<file path="config.mk">
export PLATFORM = sky130hd
export DESIGN_NAME = rsl_reset_source
export DESIGN_NICKNAME = d
export VERILOG_FILES = /design/src/verilog/rsl_pkg.sv /design/src/verilog/rsl_flash_if.sv /design/src/verilog/rsl_flash_guard.sv /design/src/verilog/rsl_wdt_tick.sv /design/src/verilog/rsl_reset_source.sv
export SDC_FILE = /design/constraint.sdc
export NUM_CORES = 1
export LEC_CHECK = 0
export BUFFER_PORTS_ARGS = -buffer_cell sky130_fd_sc_hd__clkbuf_2
export CAP_MARGIN = 20
export CORE_MARGIN = 1
export CORE_UTILIZATION = 50
export DETAILED_ROUTE_END_ITERATION = 10
export GPL_TIMING_DRIVEN = 0
export PLACE_DENSITY = 0.9
export SYNTH_ARGS = -nofsm -noshare
export SYNTH_HDL_FRONTEND = slang
export SYNTH_HIERARCHICAL = 1
export SYNTH_SLANG_ARGS = --single-unit
</file>
<file path="constraint.sdc">
create_clock -name core_clk -period 2.35 [get_ports core_clk]
set_input_delay 0.1175 -clock core_clk [delete_from_list [all_inputs] [get_ports core_clk]]
set_output_delay 0.1175 -clock core_clk [all_outputs]
set_load 0.03 [all_outputs]
</file>
<file path="src/verilog/rsl_pkg.sv">
/*
  Constants for the reset source logic: register address, flag
  positions, reset values, timing and the sequencer states.
  Assumes a 40 MHz core clock.
*/
`default_nettype none
package rsl_pkg;
  localparam int          SFR_AW      = 8;
  localparam int          SFR_DW      = 8;
  localparam logic [7:0]  RSRC_ADDR   = 8'hEF;
  localparam int          PIN_BIT     = 0;
  localparam int          POR_BIT     = 1;
  localparam int          CLKLOSS_BIT = 2;
  localparam int          DOG_BIT     = 3;
  localparam int          SW_BIT      = 4;
  localparam int          CMP_BIT     = 5;
  localparam int          FERR_BIT    = 6;
  localparam int          NCAUSE      = 7;
  localparam logic [6:0]  FLAG_RST    = 7'h02;
  localparam logic [7:0]  RD_IDLE     = 8'h00;
  localparam int          CLK_NS      = 25;
  localparam int          RST_HOLD_NS = 100;
  localparam int          HOLD_CYC    = (RST_HOLD_NS + CLK_NS - 1) / CLK_NS;
  localparam int          DOG_DIV     = 12;
  localparam logic [15:0] RSVD_DFLT   = 16'h7E00;
  typedef enum logic [1:0] {
    ST_RUN  = 2'b01,
    ST_HOLD = 2'b10
  } rsl_state_t;
endpackage
`default_nettype wire

</file>
<file path="src/verilog/rsl_flash_if.sv">
/*
  Carrier between the top and the program-memory access guard.
  Assumes all signals are on core_clk.
*/
`default_nettype none
interface rsl_flash_if #(parameter int AW = 16);
  logic          xdataWr;
  logic          pmWrEn;
  logic          codeRd;
  logic          fetchReq;
  logic [AW-1:0] memAddr;
  logic          secDeny;
  logic          vddHigh;
  logic          vddRstEn;
  logic          flErr;
  modport guard (input xdataWr, pmWrEn, codeRd, fetchReq, memAddr,
                 secDeny, vddHigh, vddRstEn, output flErr);
  modport top   (output xdataWr, pmWrEn, codeRd, fetchReq, memAddr,
                 secDeny, vddHigh, vddRstEn, input flErr);
endinterface
`default_nettype wire

</file>
<file path="src/verilog/rsl_flash_guard.sv">
/*
  Program-memory access guard: flags an illegal or disallowed access.
  Assumes request strobes are single-cycle pulses on core_clk.
*/
`default_nettype none
module rsl_flash_guard #(
  parameter int              AW        = 16,
  parameter logic [AW-1:0]   RSVD_BASE = rsl_pkg::RSVD_DFLT[AW-1:0]
) (
  input  wire logic   core_clk,
  input  wire logic   srst,
  rsl_flash_if.guard  fl
);
  import rsl_pkg::*;
  if (RSVD_BASE == '0) begin : g_chk
    $error("Reserved base of zero leaves no user code space");
  end
  wire inRsvd   = fl.memAddr >= RSVD_BASE;
  wire flWrite  = fl.xdataWr & fl.pmWrEn;
  wire flAccess = flWrite | fl.codeRd;
  wire wrBad    = flWrite & inRsvd;
  wire rdBad    = fl.codeRd & inRsvd;
  wire fetchBad = fl.fetchReq & inRsvd;
  wire secBad   = flAccess & fl.secDeny;
  wire vddBad   = flAccess & ~(fl.vddHigh & fl.vddRstEn);
  assign fl.flErr = wrBad | rdBad | fetchBad | secBad | vddBad;

  property p_wr_rsvd;
    @(posedge core_clk) disable iff (srst)
    (fl.xdataWr && fl.pmWrEn && fl.memAddr >= RSVD_BASE) |-> fl.flErr;
  endproperty
  a_wr_rsvd: assert property (p_wr_rsvd)
    else $error("Reserved write did not flag an error");
  property p_fetch;
    @(posedge core_clk) disable iff (srst)
    (fl.fetchReq && fl.memAddr >= RSVD_BASE) |-> fl.flErr;
  endproperty
  a_fetch: assert property (p_fetch)
    else $error("Reserved fetch did not flag an error");
  property p_vdd;
    @(posedge core_clk) disable iff (srst)
    (fl.codeRd && !(fl.vddHigh && fl.vddRstEn)) |-> fl.flErr;
  endproperty
  a_vdd: assert property (p_vdd)
    else $error("Read without supply guard did not flag an error");
endmodule
`default_nettype wire

</file>
<file path="src/verilog/rsl_wdt_tick.sv">
/*
  Watchdog clock source: one tick every DOG_DIV core clocks.
  Assumes clr is high for as long as the system reset is held.
*/
`default_nettype none
module rsl_dog_tick #(
  parameter int DIV = rsl_pkg::DOG_DIV
) (
  input  wire logic core_clk,
  input  wire logic srst,
  input  wire logic clr,
  output logic      tick
);
  import rsl_pkg::*;
  localparam int CW = $clog2(DIV);
  localparam logic [CW-1:0] LAST = CW'(DIV - 1);
  if (DIV < 2) begin : g_chk
    $error("Divider must be at least 2");
  end
  logic [CW-1:0] cnt_ff;
  wire  [CW-1:0] nxt_cnt = (cnt_ff == LAST) ? '0 : cnt_ff + 1'b1;
  always_ff @(posedge core_clk) begin
    if (srst || clr) begin
      cnt_ff <= '0;
    end else begin
      cnt_ff <= nxt_cnt;
    end
  end
  assign tick = (cnt_ff == LAST);

  property p_period;
    @(posedge core_clk) disable iff (srst || clr)
    tick |=> !tick [*4];
  endproperty
  a_period: assert property (p_period)
    else $error("Watchdog tick repeated too soon");
endmodule
`default_nettype wire

</file>
<file path="src/verilog/rsl_reset_source.sv">
/*
  Reset source logic: gathers pin, supply, missing-clock, comparator,
  watchdog, program-memory and software reset causes, holds the system
  in reset and records the cause in flags_ff.
  Assumes the special-function-register bus on core_clk; analog and
  pin inputs are asynchronous; all but vddMonHigh are synchronised here.
*/
`default_nettype none
module rsl_reset_source #(
  parameter int            AW        = 16,
  parameter logic [AW-1:0] RSVD_BASE = rsl_pkg::RSVD_DFLT[AW-1:0]
) (
  input  wire logic                      core_clk,
  input  wire logic                      srst,
  input  wire logic [rsl_pkg::SFR_AW-1:0] sfrAddr,
  input  wire logic                      sfrWrEn,
  input  wire logic                      sfrRdEn,
  input  wire logic [rsl_pkg::SFR_DW-1:0] sfrWdata,
  output logic      [rsl_pkg::SFR_DW-1:0] sfrRdata,
  input  wire logic                      extRstN,
  output logic                           rstPinOut,
  output logic                           rstPinOe,
  input  wire logic                      vddMonBelow,
  input  wire logic                      vddMonHigh,
  input  wire logic                      clkLossTimeout,
  input  wire logic                      cmp0Out,
  input  wire logic                      dogOverflow,
  input  wire logic                      xdataWr,
  input  wire logic                      pmWrEn,
  input  wire logic                      codeRd,
  input  wire logic                      fetchReq,
  input  wire logic [AW-1:0]             memAddr,
  input  wire logic                      secDeny,
  output logic                           sysRst,
  output logic                           dogForceEn,
  output logic                           dogClkTick
);
  import rsl_pkg::*;
  if (AW < 8) begin : g_chk
    $error("Program address width too small");
  end

  // Pin, supply, clock detector, comparator; idle levels at reset
  localparam logic [3:0] SYNC_RST = 4'b1001;
  logic [3:0] syncA_ff;
  logic [3:0] syncB_ff;
  wire  [3:0] asyncIn = {cmp0Out, clkLossTimeout, vddMonBelow, extRstN};
  for (genvar i = 0; i < 4; i++) begin : g_sync
    always_ff @(posedge core_clk) begin
      if (srst) begin
        syncA_ff[i] <= SYNC_RST[i];
        syncB_ff[i] <= SYNC_RST[i];
      end else begin
        syncA_ff[i] <= asyncIn[i];
        syncB_ff[i] <= syncA_ff[i];
      end
    end
  end
  wire pinLow      = ~syncB_ff[0];
  wire vddLow      = syncB_ff[1];
  wire clkLossFire = syncB_ff[2];
  wire cmpLow      = ~syncB_ff[3];

  rsl_state_t        state_ff;
  logic [6:0]        cause_ff;
  logic [6:0]        flags_ff;
  logic [2:0]        cnt_ff;
  logic              cmpEn_ff;
  logic              clkLossEn_ff;
  logic              vddEn_ff;
  logic [SFR_DW-1:0] rdata_ff;

  rsl_flash_if #(.AW(AW)) flIf ();
  assign flIf.xdataWr  = xdataWr;
  assign flIf.pmWrEn   = pmWrEn;
  assign flIf.codeRd   = codeRd;
  assign flIf.fetchReq = fetchReq;
  assign flIf.memAddr  = memAddr;
  assign flIf.secDeny  = secDeny;
  assign flIf.vddHigh  = vddMonHigh;
  assign flIf.vddRstEn = vddEn_ff;

  rsl_flash_guard #(
    .AW        (AW),
    .RSVD_BASE (RSVD_BASE)
  ) u_guard (
    .core_clk (core_clk),
    .srst     (srst),
    .fl       (flIf)
  );

  wire running = (state_ff == ST_RUN);
  wire holding = (state_ff == ST_HOLD);
  wire regSel  = (sfrAddr == RSRC_ADDR);
  wire regWr   = running & sfrWrEn & regSel;
  wire swForce = regWr & sfrWdata[SW_BIT];

  wire pinTrig  = pinLow;
  wire porTrig  = vddEn_ff & vddLow;
  wire lossTrig = clkLossEn_ff & clkLossFire;
  wire cmpTrig  = cmpEn_ff & cmpLow;
  wire dogTrig  = dogOverflow;
  wire ferrTrig = flIf.flErr;
  wire anyTrig  = pinTrig | porTrig | lossTrig | cmpTrig |
                  dogTrig | ferrTrig | swForce;

  // One cause is kept when several fire together; pin ranks first
  logic [6:0] selCause;
  assign selCause[PIN_BIT]     = pinTrig;
  assign selCause[POR_BIT]     = ~pinTrig & porTrig;
  assign selCause[CLKLOSS_BIT] = ~|selCause[1:0] & lossTrig;
  assign selCause[CMP_BIT]     = ~|selCause[2:0] & cmpTrig;
  assign selCause[DOG_BIT]     = ~|{selCause[CMP_BIT], selCause[2:0]} &
                                 dogTrig;
  assign selCause[FERR_BIT]    = ~|{selCause[CMP_BIT], selCause[3:0]} &
                                 ferrTrig;
  assign selCause[SW_BIT]      = ~|{selCause[FERR_BIT], selCause[CMP_BIT],
                                 selCause[3:0]} & swForce;

  // Hold stretches while the pin stays low, or while the supply stays low after a supply-caused reset
  localparam logic [2:0] HOLD_LAST = 3'(HOLD_CYC - 1);
  wire holdOn  = pinLow | (vddLow & cause_ff[POR_BIT]);
  wire holdEnd = holding & (cnt_ff == '0) & ~holdOn;
  wire enter   = running & anyTrig;

  wire rsl_state_t nxt_state = enter   ? ST_HOLD :
                               holdEnd ? ST_RUN  : state_ff;
  wire [2:0] nxt_cnt = enter ? HOLD_LAST :
                       (holding && holdOn) ? HOLD_LAST :
                       (holding && cnt_ff != '0) ? cnt_ff - 3'd1 :
                       cnt_ff;

  always_ff @(posedge core_clk) begin
    if (srst) begin
      state_ff <= ST_HOLD;
      cnt_ff   <= HOLD_LAST;
      cause_ff <= FLAG_RST;
    end else begin
      state_ff <= nxt_state;
      cnt_ff   <= nxt_cnt;
      if (enter) begin
        cause_ff <= selCause;
      end
    end
  end

  // Flags change only on leaving reset, so no software clear races
  always_ff @(posedge core_clk) begin
    if (srst) begin
      flags_ff <= FLAG_RST;
    end else if (holdEnd) begin
      flags_ff <= cause_ff;
    end
  end

  // Only enable bits are writable; read-only flags ignore writes
  always_ff @(posedge core_clk) begin
    if (srst || enter) begin
      cmpEn_ff     <= 1'b0;
      clkLossEn_ff <= 1'b0;
    end else if (regWr) begin
      cmpEn_ff     <= sfrWdata[CMP_BIT];
      clkLossEn_ff <= sfrWdata[CLKLOSS_BIT];
    end
  end
  always_ff @(posedge core_clk) begin
    if (srst) begin
      vddEn_ff <= 1'b0;
    end else if (regWr) begin
      vddEn_ff <= sfrWdata[POR_BIT];
    end
  end

  wire [SFR_DW-1:0] rdView = {1'b0, flags_ff};
  wire [SFR_DW-1:0] nxt_rdata = (sfrRdEn & regSel) ? rdView : RD_IDLE;
  always_ff @(posedge core_clk) begin
    if (srst) begin
      rdata_ff <= RD_IDLE;
    end else begin
      rdata_ff <= nxt_rdata;
    end
  end
  assign sfrRdata = rdata_ff;

  rsl_dog_tick #(
    .DIV (DOG_DIV)
  ) u_dog (
    .core_clk (core_clk),
    .srst     (srst),
    .clr      (holding),
    .tick     (dogClkTick)
  );

  assign sysRst     = holding;
  assign dogForceEn = holding;
  // Pin is input only here; internal resets never reach it
  assign rstPinOut  = 1'b0;
  assign rstPinOe   = 1'b0;

  property p_sw_force;
    @(posedge core_clk) disable iff (srst)
    (running && sfrWrEn && sfrAddr == RSRC_ADDR && sfrWdata[SW_BIT])
      |=> sysRst;
  endproperty
  a_sw_force: assert property (p_sw_force)
    else $error("Software force did not reset");
  property p_dog;
    @(posedge core_clk) disable iff (srst)
    (running && dogOverflow && !pinLow && !porTrig && !lossTrig &&
     !cmpTrig) |=> ##[4:8] (running && flags_ff[DOG_BIT]);
  endproperty
  a_dog: assert property (p_dog)
    else $error("Watchdog reset not recorded in bit 3");
  property p_ferr;
    @(posedge core_clk) disable iff (srst)
    (running && flIf.flErr && !pinLow && !porTrig && !lossTrig &&
     !cmpTrig && !dogOverflow)
      |=> ##[4:8] (running && flags_ff[FERR_BIT]);
  endproperty
  a_ferr: assert property (p_ferr)
    else $error("Memory error reset not recorded in bit 6");
  property p_pin;
    @(posedge core_clk) disable iff (srst)
    (holding && $rose(running) == 0 && pinLow) |-> ##1 sysRst;
  endproperty
  a_pin: assert property (p_pin)
    else $error("Reset released while pin still low");
  property p_pin_flag;
    @(posedge core_clk) disable iff (srst)
    $fell(sysRst) && cause_ff[PIN_BIT] |-> flags_ff[PIN_BIT];
  endproperty
  a_pin_flag: assert property (p_pin_flag)
    else $error("Pin reset flag not set on exit");
  property p_onehot;
    @(posedge core_clk) disable iff (srst)
    $fell(sysRst) |-> $onehot(flags_ff);
  endproperty
  a_onehot: assert property (p_onehot)
    else $error("More than one cause flag after reset");
  property p_bit7;
    @(posedge core_clk) disable iff (srst)
    $past(sfrRdEn && regSel) |-> (sfrRdata[7] == 1'b0);
  endproperty
  a_bit7: assert property (p_bit7)
    else $error("Unused bit read as one");
  property p_pin_quiet;
    @(posedge core_clk) disable iff (srst)
    sysRst |-> !rstPinOe;
  endproperty
  a_pin_quiet: assert property (p_pin_quiet)
    else $error("Reset pin driven by internal reset");
  property p_hold_len;
    @(posedge core_clk) disable iff (srst)
    $rose(sysRst) |-> sysRst [*4];
  endproperty
  a_hold_len: assert property (p_hold_len)
    else $error("System reset shorter than hold time");
  property p_cmp_flag;
    @(posedge core_clk) disable iff (srst)
    $fell(sysRst) && cause_ff[CMP_BIT] |-> flags_ff[CMP_BIT];
  endproperty
  a_cmp_flag: assert property (p_cmp_flag)
    else $error("Comparator reset flag not set on exit");
  property p_loss_flag;
    @(posedge core_clk) disable iff (srst)
    $fell(sysRst) && cause_ff[CLKLOSS_BIT] |-> flags_ff[CLKLOSS_BIT];
  endproperty
  a_loss_flag: assert property (p_loss_flag)
    else $error("Clock loss reset flag not set on exit");
  // Comparator and clock-loss enables must not survive a reset, or a stuck source would loop
  property p_en_clear;
    @(posedge core_clk) disable iff (srst)
    $rose(sysRst) |-> (!cmpEn_ff && !clkLossEn_ff);
  endproperty
  a_en_clear: assert property (p_en_clear)
    else $error("Source enable kept through reset");
  property p_ro_bits;
    @(posedge core_clk) disable iff (srst)
    (running && !anyTrig) |=> $stable(flags_ff);
  endproperty
  a_ro_bits: assert property (p_ro_bits)
    else $error("Cause flags changed without a reset");
endmodule
`default_nettype wire

</file>
==> Implementation_results.wiki, run 1 <==
{| class="wikitable"
! Metric !! Value
|-
| Clock tree root driver cell || sky130_fd_sc_hd__clkbuf_4
|-
| Top cell type by total area after synthesis || sky130_fd_sc_hd__dfxtp_1
|-
| Die ar. || 3607 sq um
|-
| Synth area leaders || sky130_fd_sc_hd__dfxtp_1, sky130_fd_sc_hd__mux2i_1, sky130_fd_sc_hd__nor2b_1
|-
| Clock latency at the later pin of the worst-skew pair || approximately 340 ps
|-
| Shortest period the worst path allows || about 1700 ps
|-
| Critical Path RT || ~2600 ps
|-
| TritonRoute pass-1 iters || 4
|-
| Accumulated negative setup slack || 0 ps
|-
| Clock transition time at the flip-flop clock pins of the worst setup and hold paths || 120 ps
|-
| Core outline area || roughly 3100 sq um
|-
| Total clock buffers created by CTS || 5
|-
| Hold Path Origin || sfrWdata[1]
|-
| Category of the worst setup path launch point || flip-flop
|-
| Buffers from clock root to sink, at most || 2
|-
| Post-Route Skew || between 7 and 8 ps
|-
| Maximum number of pins on one net before global-route repair || 13
|-
| Effective utilization at floorplan || 53.88%
|-
| Number of diodes || 0
|-
| Detailed-route wire length || about 3200 microns
|-
| TritonCTS sink count || 41
|-
| Critical path type || reg -> reg
|-
| Crit path DAT || 1930 ps
|-
| Max Fclk || roughly 0.59 GHz
|-
| Global routing usage summed across all routing layers || between 20% and 30%
|-
| Vias in the first global route || roughly 1,300
|-
| Largest fanout of any net on the critical path || 6
|-
| First-pass GRT wire length || ~5400 microns
|-
| Number of nets in the final layout || between 200 and 300
|-
| Count of flip-flops with a built-in enable after synthesis || 0
|-
| Result of the run || finished, final reports clean
|-
| Boundary Pins || 60
|-
| Total count of hold-check failures in the final report || 0
|-
| Final WS setup || approximately 660 ps
|-
| FF-to-FF End || state_ff[1]
|-
| Average instance area after synthesis || 9.631 sq um
|-
| Post-route DRC violation count || 0
|-
| Fraction of post-synthesis cell area in the top cell type by area || 48.70%
|-
| Final cell utilization of the core || between 60% and 70%
|-
| Non-filler instance count after layout || 277
|-
| HPWL after detailed placement || 2333 microns
|-
| Total standard cell area after synthesis || about 1700 sq um
|-
| Number of routed nets with antenna violations || 0
|-
| Maximum capacitance violations || 0
|-
| Post-detailed-placement cell area || 1963 sq um
|-
| Max VDD drop || about 0.00042 V
|-
| Summed area of non-filler cells in the final layout || ~2100 sq um
|-
| Setup-violating endpoint count in the final report || 0
|-
| Worst min-delay path endpoint || flIf.vddRstEn
|-
| Total power per unit cell area || ~670 nW/um^2
|-
| Worst min path class || in -> reg
|-
| Fraction of layout instances using a drive strength above 1 || approximately 29%
|-
| Portion of the clock cycle consumed by the worst path in the final layout || roughly 72%
|-
| Routed via count || approximately 1,400
|-
| Width of the die || about 60 microns
|-
| Worst slack, placed || around 660 ps
|-
| Total power consumption of the routed design || 1.387 mW
|-
| Worst slew margin relative to its limit || between 50% and 60%
|-
| Post-synth ARST share || 0%
|-
| RSZ-0062 raised after global routing || no
|-
| Post-detailed-route wirelength per cell || between 10 and 15 microns
|-
| Post-route worst hold slack || approximately 5.7 ps
|-
| Routability congestion estimate || 0.8314
|-
| Flip-flop cell with the highest count after synthesis || sky130_fd_sc_hd__dfxtp_1
|-
| Startpoint of the worst-slack reg-to-reg timing path || flIf.vddRstEn
|-
| Cell row count || 20
|-
| Number of storage elements in the synthesis netlist || between 40 and 50
|-
| Sum of overflow across all layers after global routing || 0
|-
| Fin. max-slew vios || 0
|-
| Number of distinct standard cells referenced by the synthesized netlist || 43
|-
| Number of cells produced by synthesis || between 150 and 200
|-
| Reg2reg setup slack || ~660 ps
|-
| Static Leakage || just under 1 nW
|-
| Count of warnings emitted by yosys || 6
|-
| Detail-routed via count per cell || a little over 5
|-
| Cell depth of the worst flop-to-flop path || 6
|-
| Inst Count DP || 264
|-
| Clock tree from TritonCTS || yes
|-
| Maximum level of the CTS H-tree || 2
|-
| Iteration-0 DRC Markers || approximately 70
|-
| Worst Tran Pin Value || between 600 and 700 ps
|-
| Post-synthesis sequential area ratio || around half
|-
| Number of gates resized after cts || 0
|-
| Count of cells along the worst hold path || 3
|-
| Port buffer count || between 40 and 50
|-
| Antenna violations before repair || 0
|-
| Chip height || ~60 microns
|-
| Critical path capture point type || flip-flop
|-
| Growth of design area from synthesis to finish || 23.61%
|}
==> cell type report <==
type	instances	area, sq um
Fill cell	261	1045
Clock inverter	1	5.005
Sequential cell	41	820.8
Tap cell	44	55.05
Multi-Input combinational cell	123	808.3
Timing Repair Buffer	48	265.3
Buffer	8	45.04
Clock buffer	7	65.06
Inverter	5	18.77
==> worst max-delay path, cell delays in order, from the launching register on <==
cell,delay [ps]
sky130_fd_sc_hd__dfxtp_1,410
sky130_fd_sc_hd__nand2_1,70
sky130_fd_sc_hd__nor2_1,80
sky130_fd_sc_hd__o22ai_1,140
sky130_fd_sc_hd__nor4_4,470
sky130_fd_sc_hd__a21oi_2,130
sky130_fd_sc_hd__a211o_1,290
==> worst max-delay path by stage <==
stage          depth (start not counted)           to  slack, ps          start
2_1_floorplan                          3  flags_ff[1]        750    state_ff[0]
5_1_grt                                5  flags_ff[1]        550      cnt_ff[0]
6_report                               6  state_ff[1]        660  flIf.vddRstEn
3_3_place_gp                           7  state_ff[1]        710    memAddr[11]
3_5_place_dp                           7  state_ff[1]        660    memAddr[11]
4_1_cts                                5  flags_ff[1]        670      cnt_ff[0]
==> power by group <==
part,internal (mW),switching [mW],leakage [nW]
Combinational,0.117,0.131,0.609
Sequential,0.729,0.0178,0.333
Clock,0.174,0.218,0.0413
==> kinds of logic (layout without fill, tap and decap cells) <==
kind of cell | Yosys count | after routing | synth area share (%)
flip-flops | 41 | 41 | 48.70
AO/OA/AOI/OAI | 24 | 24 | 10.17
adder cells (fa/ha/maj) | 3 | 3 | 2.227
buffers and inverters | 13 | 69 | 3.786
other | 1 | 3 | 0.2225
XOR/XNOR | 1 | 1 | 0.5198
AND/OR/NAND/NOR | 82 | 82 | 28.36
multiplexers | 10 | 10 | 6.014
==> metal layers <==
| metal | GRT usage [%] | up-vias | wire, microns |
|---|---|---|---|
| met3 | 5.411 | 5 | 147 |
| met5 | 0 | - | 0 |
| li1 | - | 710 | - |
| met4 | 7.309 | 0 | 51 |
| met2 | 36.83 | 50 | 1622 |
| met1 | 22.73 | 651 | 1348 |
==> synth_stat cells (2+ instances only) <==
library cell	instances
sky130_fd_sc_hd__a211o_1	2
sky130_fd_sc_hd__a21oi_1	5
sky130_fd_sc_hd__a31oi_1	3
sky130_fd_sc_hd__and2_1	8
sky130_fd_sc_hd__and3_1	3
sky130_fd_sc_hd__and4_1	3
sky130_fd_sc_hd__buf_4	4
sky130_fd_sc_hd__clkbuf_1	4
sky130_fd_sc_hd__dfxtp_1	41
sky130_fd_sc_hd__ha_1	3
sky130_fd_sc_hd__inv_1	5
sky130_fd_sc_hd__mux2i_1	9
sky130_fd_sc_hd__nand2_1	11
sky130_fd_sc_hd__nand2b_1	6
sky130_fd_sc_hd__nand3_1	6
sky130_fd_sc_hd__nand4_2	2
sky130_fd_sc_hd__nor2_1	17
sky130_fd_sc_hd__nor2b_1	12
sky130_fd_sc_hd__nor3_1	2
sky130_fd_sc_hd__nor3b_1	2
sky130_fd_sc_hd__o21ai_0	2
sky130_fd_sc_hd__or2_2	4
==> timing repair <==
item,in CTS,in global routing
setup endpoints to repair,0,0
endpoints found under the hold margin,5,0
hold buffers,5,0
setup buffers,0,0
==> placed cells by master (no fill, tap or decap), drive strengths merged, types with 6 or more instances in the layout <==
cell	n
nand2b	6
clkbuf	54
nor2b	12
dfxtp	41
and2	8
a21oi	6
nor2	17
nand2	11
nand3	6
mux2i	9
==> flip-flops by register name, indices dropped and copies added (netlist names), 2 cells and up <==
name,cells
flags_ff,7
cause_ff,7
u_dog/cnt_ff,4
state_ff,2
cnt_ff,3
syncA_ff,4
syncB_ff,2
sfrRdata,7
(Power assumes the default switching activity.)
==> run 2, diff against run 1 <==
Settings changed: CORE_UTILIZATION 50 to 44, PLACE_DENSITY 0.9 to 0.85.
Clock period 2.35 ns to 1.54 ns, I/O delays scaled along.
==> run 2 against run 1 <==
Against the previous run: die area is 13% higher; worst setup slack lost 640 ps; sequential power rose by 53%; critical endpoint unchanged.
==> Implementation_results.wiki, run 2 (synthesis gave the netlist of run 1 again) <==
{| class="wikitable"
! Metric !! Value
|-
| Fin. max-slew vios || 0 (unchanged)
|-
| Detail-routed via count per cell || 4.975 (-2.7%)
|-
| Iteration-0 DRC Markers || 24 (-65%)
|-
| Number of nets in the final layout || 283 (+0.35%)
|-
| Global routing usage on met3 || 5.000% (-0.41 points)
|-
| Post-detailed-route wirelength per cell || 11.38 microns (-0.55%)
|-
| Routability congestion estimate || 0.8339 (+0.30%)
|-
| Shortest period the worst path allows || 1521 ps (-167.4 ps)
|-
| Cell row count || 22 (+10%)
|-
| Clock latency at the later pin of the worst-skew pair || 290 ps (-50 ps)
|-
| Crit path DAT || 1700 ps (-230 ps)
|-
| Multi-input combinational cell area || 860.8 sq um (+6.5%)
|-
| TritonRoute pass-1 iters || 4 (unchanged)
|-
| Number of diodes || 0 (unchanged)
|-
| Effective utilization at floorplan || 46.04% (-7.8 points)
|-
| Largest fanout of any net on the critical path || 5 (-1)
|-
| Routed via count || 1,398 (-1.3%)
|-
| Width of the die || 63.89 microns (+6.4%)
|-
| Die ar. || 4082 sq um (+13%)
|-
| Most common library cell in the layout ignoring fill and taps || sky130_fd_sc_hd__clkbuf_2
|-
| Fillers || 318 (+22%)
|-
| Category of the worst setup path launch point || flip-flop
|-
| Maximum capacitance violations || 0 (unchanged)
|-
| Maximum number of pins on one net before global-route repair || 12 (-1)
|-
| Worst min path class || in -> reg
|-
| Met2 global-route usage || 29.12% (-7.7 points)
|-
| Setup-violating endpoint count in the final report || 0 (unchanged)
|-
| Critical Path RT || 1720 ps (-870 ps)
|-
| RSZ-0062 raised after global routing || yes
|-
| Max Fclk || 0.6574 GHz (+11%)
|-
| Portion of the clock cycle consumed by the worst path in the final layout || 98.78% (+27 points)
|-
| Post-Route Skew || 1.557 ps (-6.294 ps)
|-
| Global routing met1 resource utilization || 18.60% (-4.1 points)
|-
| Detailed-route wire length || 3198 microns (+0.88%)
|-
| Core outline area || 3661 sq um (+17%)
|-
| HPWL after detailed placement || 2263 microns (-3.0%)
|-
| Clock tree from TritonCTS || yes
|-
| Clock transition time at the flip-flop clock pins of the worst setup and hold paths || 70 ps (-50 ps)
|-
| Launching element of the worst setup path || vddLow
|-
| Max VDD drop || 0.0007099 V (+67%)
|-
| Static Leakage || 1.014 nW (+3.2%)
|-
| Total power per unit cell area || 1029 nW/um^2 (+55%)
|-
| Inst Count DP || 268 (+1.5%)
|-
| Sum of overflow across all layers after global routing || 0 (unchanged)
|-
| Port buffer count || 43 (unchanged)
|-
| Result of the run || finished, final reports clean
|-
| Register area || 824.5 sq um (+0.46%)
|-
| TritonCTS sink count || 41 (unchanged)
|-
| First-pass GRT wire length || 5216 microns (-3.3%)
|-
| Vias in the first global route || 1,208 (-5.6%)
|-
| Clock tree root driver cell || sky130_fd_sc_hd__clkbuf_8
|-
| Global routing's busiest layer || met2
|-
| Critical path capture point type || flip-flop
|-
| Number of routed nets with antenna violations || 0 (unchanged)
|-
| Hold Path Origin || clkLossTimeout
|-
| Total clock buffers created by CTS || 5 (unchanged)
|-
| Total count of hold-check failures in the final report || 0 (unchanged)
|-
| Startpoint of the worst-slack reg-to-reg timing path || vddLow
|-
| Global routing usage summed across all routing layers || 16.64% (-3.7 points)
|-
| Growth of design area from synthesis to finish || 28.88%
|-
| Fraction of layout instances using a drive strength above 1 || 35.62% (+6.9 points)
|-
| Accumulated negative setup slack || 0 ps (unchanged)
|-
| Non-filler instance count after layout || 281 (+1.4%)
|-
| Highest-count cells in the layout ignoring fill and taps || sky130_fd_sc_hd__clkbuf_2, sky130_fd_sc_hd__dfxtp_1, sky130_fd_sc_hd__nor2_1
|-
| Antenna violations before repair || 0 (unchanged)
|-
| Post-route DRC violation count || 0 (unchanged)
|-
| Critical path type || reg -> reg
|-
| Maximum level of the CTS H-tree || 2 (unchanged)
|-
| Buffers from clock root to sink, at most || 2 (unchanged)
|-
| Chip height || 63.89 microns (+6.4%)
|-
| Boundary Pins || 60 (unchanged)
|}
-- run 2: per-stage QoR --
stage | setup WS [ps] | utilization (%) | hold WS (ps) | power [mW] | instance area [sq um]
floorplan | 64.28 | - | 154.1 | 1.426 | 1694
global placement | -124.3 | 53.79 | 261.3 | 1.514 | 1969
detailed placement | -160.2 | 53.79 | 263.2 | 1.527 | 1969
CTS | 5.919 | 58.20 | 4.988 | 2.231 | 2131
global route | -51.32 | 59.33 | 17.11 | 2.353 | 2172
finish | 18.78 | 59.33 | 2.562 | 2.235 | 2172
-- run 2: final timing paths --
kind / endpoint / slack (ps) / depth (start not counted)
max: state_ff[1] / 20 / 4
min reg2reg: syncB_ff[3] / 410 / 1
max reg2reg: state_ff[1] / 20 / 4
min: syncA_ff[2] / 3 / 2
-- run 2: final cells by class --
type / instances / share of cell area (%)
Multi-Input combinational cell: 123 / 39.63
Sequential cell: 41 / 37.96
Timing Repair Buffer: 50 / 12.79
Clock buffer: 7 / 3.975
Tap cell: 48 / 2.765
Buffer: 7 / 2.016
Inverter: 5 / 0.8641
-- run 2: repair_timing --
| item | 4_1_cts | 5_1_grt |
|---|---|---|
| setup endpoints to repair | 19 | 22 |
| hold buffers | 4 | 0 |
| pin swaps | 1 | 2 |
| endpoints found under the hold margin | 4 | 0 |
| gates resized for setup | 4 | 14 |
| buffers inserted | 2 | 1 |
-- run 2: metal layers --
metal,wire length (microns),vias to the layer above
met4,53,0
li1,-,711
met2,1582,40
met3,170,6
met5,0,-
met1,1393,641
-- run 2: worst max-delay path, stage by stage, from the launching register on --
cell                      delay (ps)
sky130_fd_sc_hd__dfxtp_2         330
sky130_fd_sc_hd__a22o_1          270
sky130_fd_sc_hd__nor4_4          410
sky130_fd_sc_hd__a21oi_2         120
sky130_fd_sc_hd__a211o_1         280
-- run 2: power by group --
part           total, mW  switching (mW)  internal (mW)
combinational      0.405           0.212          0.193
sequential          1.14          0.0303           1.11
clock              0.686           0.331          0.355
total               2.23           0.573           1.66
==> run 3, diff against run 2 <==
Settings changed: REMOVE_ABC_BUFFERS set to 1.
==> run 3 against run 2 <==
Against the previous run: sequential power is essentially flat; combinational power is 12% lower; critical path depth did not move; register-to-register slack improved by 40 ps.
==> Implementation_results.wiki, run 3 (synthesis gave the netlist of run 1 again) <==
{| class="wikitable"
! Metric !! Value
|-
| Die ar. || 4082 sq um (unchanged)
|-
| Buffers from clock root to sink, at most || 2 (unchanged)
|-
| TritonCTS sink count || 41 (unchanged)
|-
| Reg2reg setup slack || 60 ps (+40 ps)
|-
| Clock tree from TritonCTS || yes
|-
| Largest fanout of any net on the critical path || 5 (unchanged)
|-
| Boundary Pins || 60 (unchanged)
|-
| Number of nets in the final layout || 273 (-3.5%)
|-
| Clock latency at the later pin of the worst-skew pair || 290 ps (about the same)
|-
| Port buffer count || 43 (unchanged)
|-
| Critical Path RT || 1720 ps (about the same)
|-
| Detailed-route wire length || 2940 microns (-8.1%)
|-
| TritonRoute pass-1 iters || 4 (unchanged)
|-
| Worst min path class || in -> reg
|-
| Maximum capacitance violations || 0 (unchanged)
|-
| Cell at the slowest stage of the critical path || sky130_fd_sc_hd__nor4_4
|-
| Critical path type || reg -> reg
|-
| Total count of hold-check failures in the final report || 0 (unchanged)
|-
| Routed via count || 1,352 (-3.3%)
|-
| Clock transition time at the flip-flop clock pins of the worst setup and hold paths || 80 ps (about the same)
|-
| Crit path cell chain || a22o_4 -> nor4_4 -> a21oi_2 -> a211o_1
|-
| Final WS setup || 56.31 ps (+37.53 ps)
|-
| Maximum level of the CTS H-tree || 2 (unchanged)
|-
| Number of routed nets with antenna violations || 0 (unchanged)
|-
| Category of the worst setup path launch point || flip-flop
|-
| Post-detailed-route wirelength per cell || 10.81 microns (-5.0%)
|-
| Iteration-0 DRC Markers || 32 (+33%)
|-
| Static Leakage || 0.9785 nW (-3.5%)
|-
| Total clock buffers created by CTS || 5 (unchanged)
|-
| Count of cells along the worst hold path || 2 (unchanged)
|-
| Clock tree root driver cell || sky130_fd_sc_hd__clkbuf_8
|-
| Max Fclk || 0.6740 GHz (+2.5%)
|-
| Final cell utilization of the core || 57.25% (-2.1 points)
|-
| Effective utilization at floorplan || 46.04% (unchanged)
|-
| Post-route DRC violation count || 0 (unchanged)
|-
| Antenna violations before repair || 0 (unchanged)
|-
| Detail-routed via count per cell || 4.971 (about the same)
|-
| HPWL after detailed placement || 2138 microns (-5.5%)
|-
| Worst Tran Pin Value || around 560 ps
|-
| Core outline area || 3661 sq um (unchanged)
|-
| Fin. max-slew vios || 0 (unchanged)
|-
| Shortest period the worst path allows || 1484 ps (-37.53 ps)
|-
| Total power per unit cell area || 1077 nW/um^2 (+4.7%)
|-
| Global routing usage summed across all routing layers || 14.88% (-1.8 points)
|-
| Result of the run || finished, final reports clean
|-
| Highest-count cells in the layout ignoring fill and taps || sky130_fd_sc_hd__clkbuf_2, sky130_fd_sc_hd__dfxtp_1, sky130_fd_sc_hd__nor2_1
|-
| Setup-violating endpoint count in the final report || 0 (unchanged)
|-
| Post-Route Skew || 3.553 ps (+1.996 ps)
|-
| Cell depth of the worst flop-to-flop path || 4 (unchanged)
|-
| Number of diodes || 0 (unchanged)
|-
| Max VDD drop || 0.0006042 V (-15%)
|-
| Vias in the first global route || 1,183 (-2.1%)
|-
| Width of the die || 63.89 microns (unchanged)
|-
| Worst slew margin relative to its limit || 62.75%
|-
| Growth of design area from synthesis to finish || 24.35%
|-
| Portion of the clock cycle consumed by the worst path in the final layout || 96.34% (-2.4 points)
|-
| Cell row count || 22 (unchanged)
|-
| Maximum number of pins on one net before global-route repair || 31 (+19)
|-
| Most common library cell in the layout ignoring fill and taps || sky130_fd_sc_hd__clkbuf_2
|-
| Worst slack, placed || -103.8 ps (+56.36 ps)
|-
| Sum of overflow across all layers after global routing || 0 (unchanged)
|-
| Routability congestion estimate || 0.8852 (+6.2%)
|-
| Critical path capture point type || flip-flop
|-
| First-pass GRT wire length || 4712 microns (-9.7%)
|-
| Fraction of layout instances using a drive strength above 1 || 31.70% (-3.9 points)
|-
| Chip height || 63.89 microns (unchanged)
|-
| Largest incremental delay on the critical path || 360 ps (-50 ps)
|-
| Crit path DAT || 1670 ps (-30 ps)
|}
## run 3: final timing paths
kind / from / end
setup / recovery: flIf.vddRstEn / state_ff[1]
hold reg to reg: syncA_ff[0] / syncB_ff[0]
hold / removal: vddMonBelow / syncA_ff[1]
setup reg to reg: flIf.vddRstEn / state_ff[1]
## run 3: layout make-up
cell class | instances | area [sq um]
Fill cell | 328 | 1565
Tap cell | 48 | 60.06
Multi-Input combinational cell | 123 | 839.6
Sequential cell | 41 | 823.3
Clock buffer | 7 | 96.34
Inverter | 5 | 18.77
Timing Repair Buffer | 47 | 252.7
Clock inverter | 1 | 5.005
## run 3: critical path: cells and delay by family, from the launching register on
kind,cells,cell delay (ps)
compound gates,3,660
simple gates,1,360
flops,1,350
## run 3: what timing repair did
action / in CTS / in global routing
setup endpoints to repair: 12 / 18
resized for setup: 2 / 6
pin swaps: 1 / 3
hold endpoints to repair: 3 / 0
hold buffers: 3 / 0
buffers inserted: 1 / 0
## run 3: report_power, final
| part | switching [mW] | total (mW) | leakage [nW] | internal (mW) |
|---|---|---|---|---|
| combinational | 0.195 | 0.357 | 0.591 | 0.162 |
| sequential | 0.0295 | 1.14 | 0.333 | 1.11 |
| clock | 0.353 | 0.757 | 0.0542 | 0.405 |
| total | 0.577 | 2.26 | 0.979 | 1.68 |
## run 3: stage by stage
| step | cell area [sq um] | std cells | TNS, ps | total power, mW | hold WS (ps) |
|---|---|---|---|---|---|
| after floorplan | 1648 | 169 | -2090 | 1.400 | 146.1 |
| after global placement | 1923 | 260 | -280.4 | 1.489 | 259.2 |
| after detailed placement | 1923 | 260 | -468.2 | 1.507 | 261.4 |
| after CTS | 2077 | 272 | 0 | 2.282 | 7.391 |
| after global routing | 2096 | 272 | -3.678 | 2.358 | 29.88 |
| final | 2096 | 272 | 0 | 2.257 | 21.59 |
## run 3: metal layers
metal,track usage (%),vias up,wire length [microns]
li1,-,692,-
met1,16.93,611,1332
met2,25.00,42,1402
met3,4.643,7,153
met4,7.386,0,53
met5,0,-,0
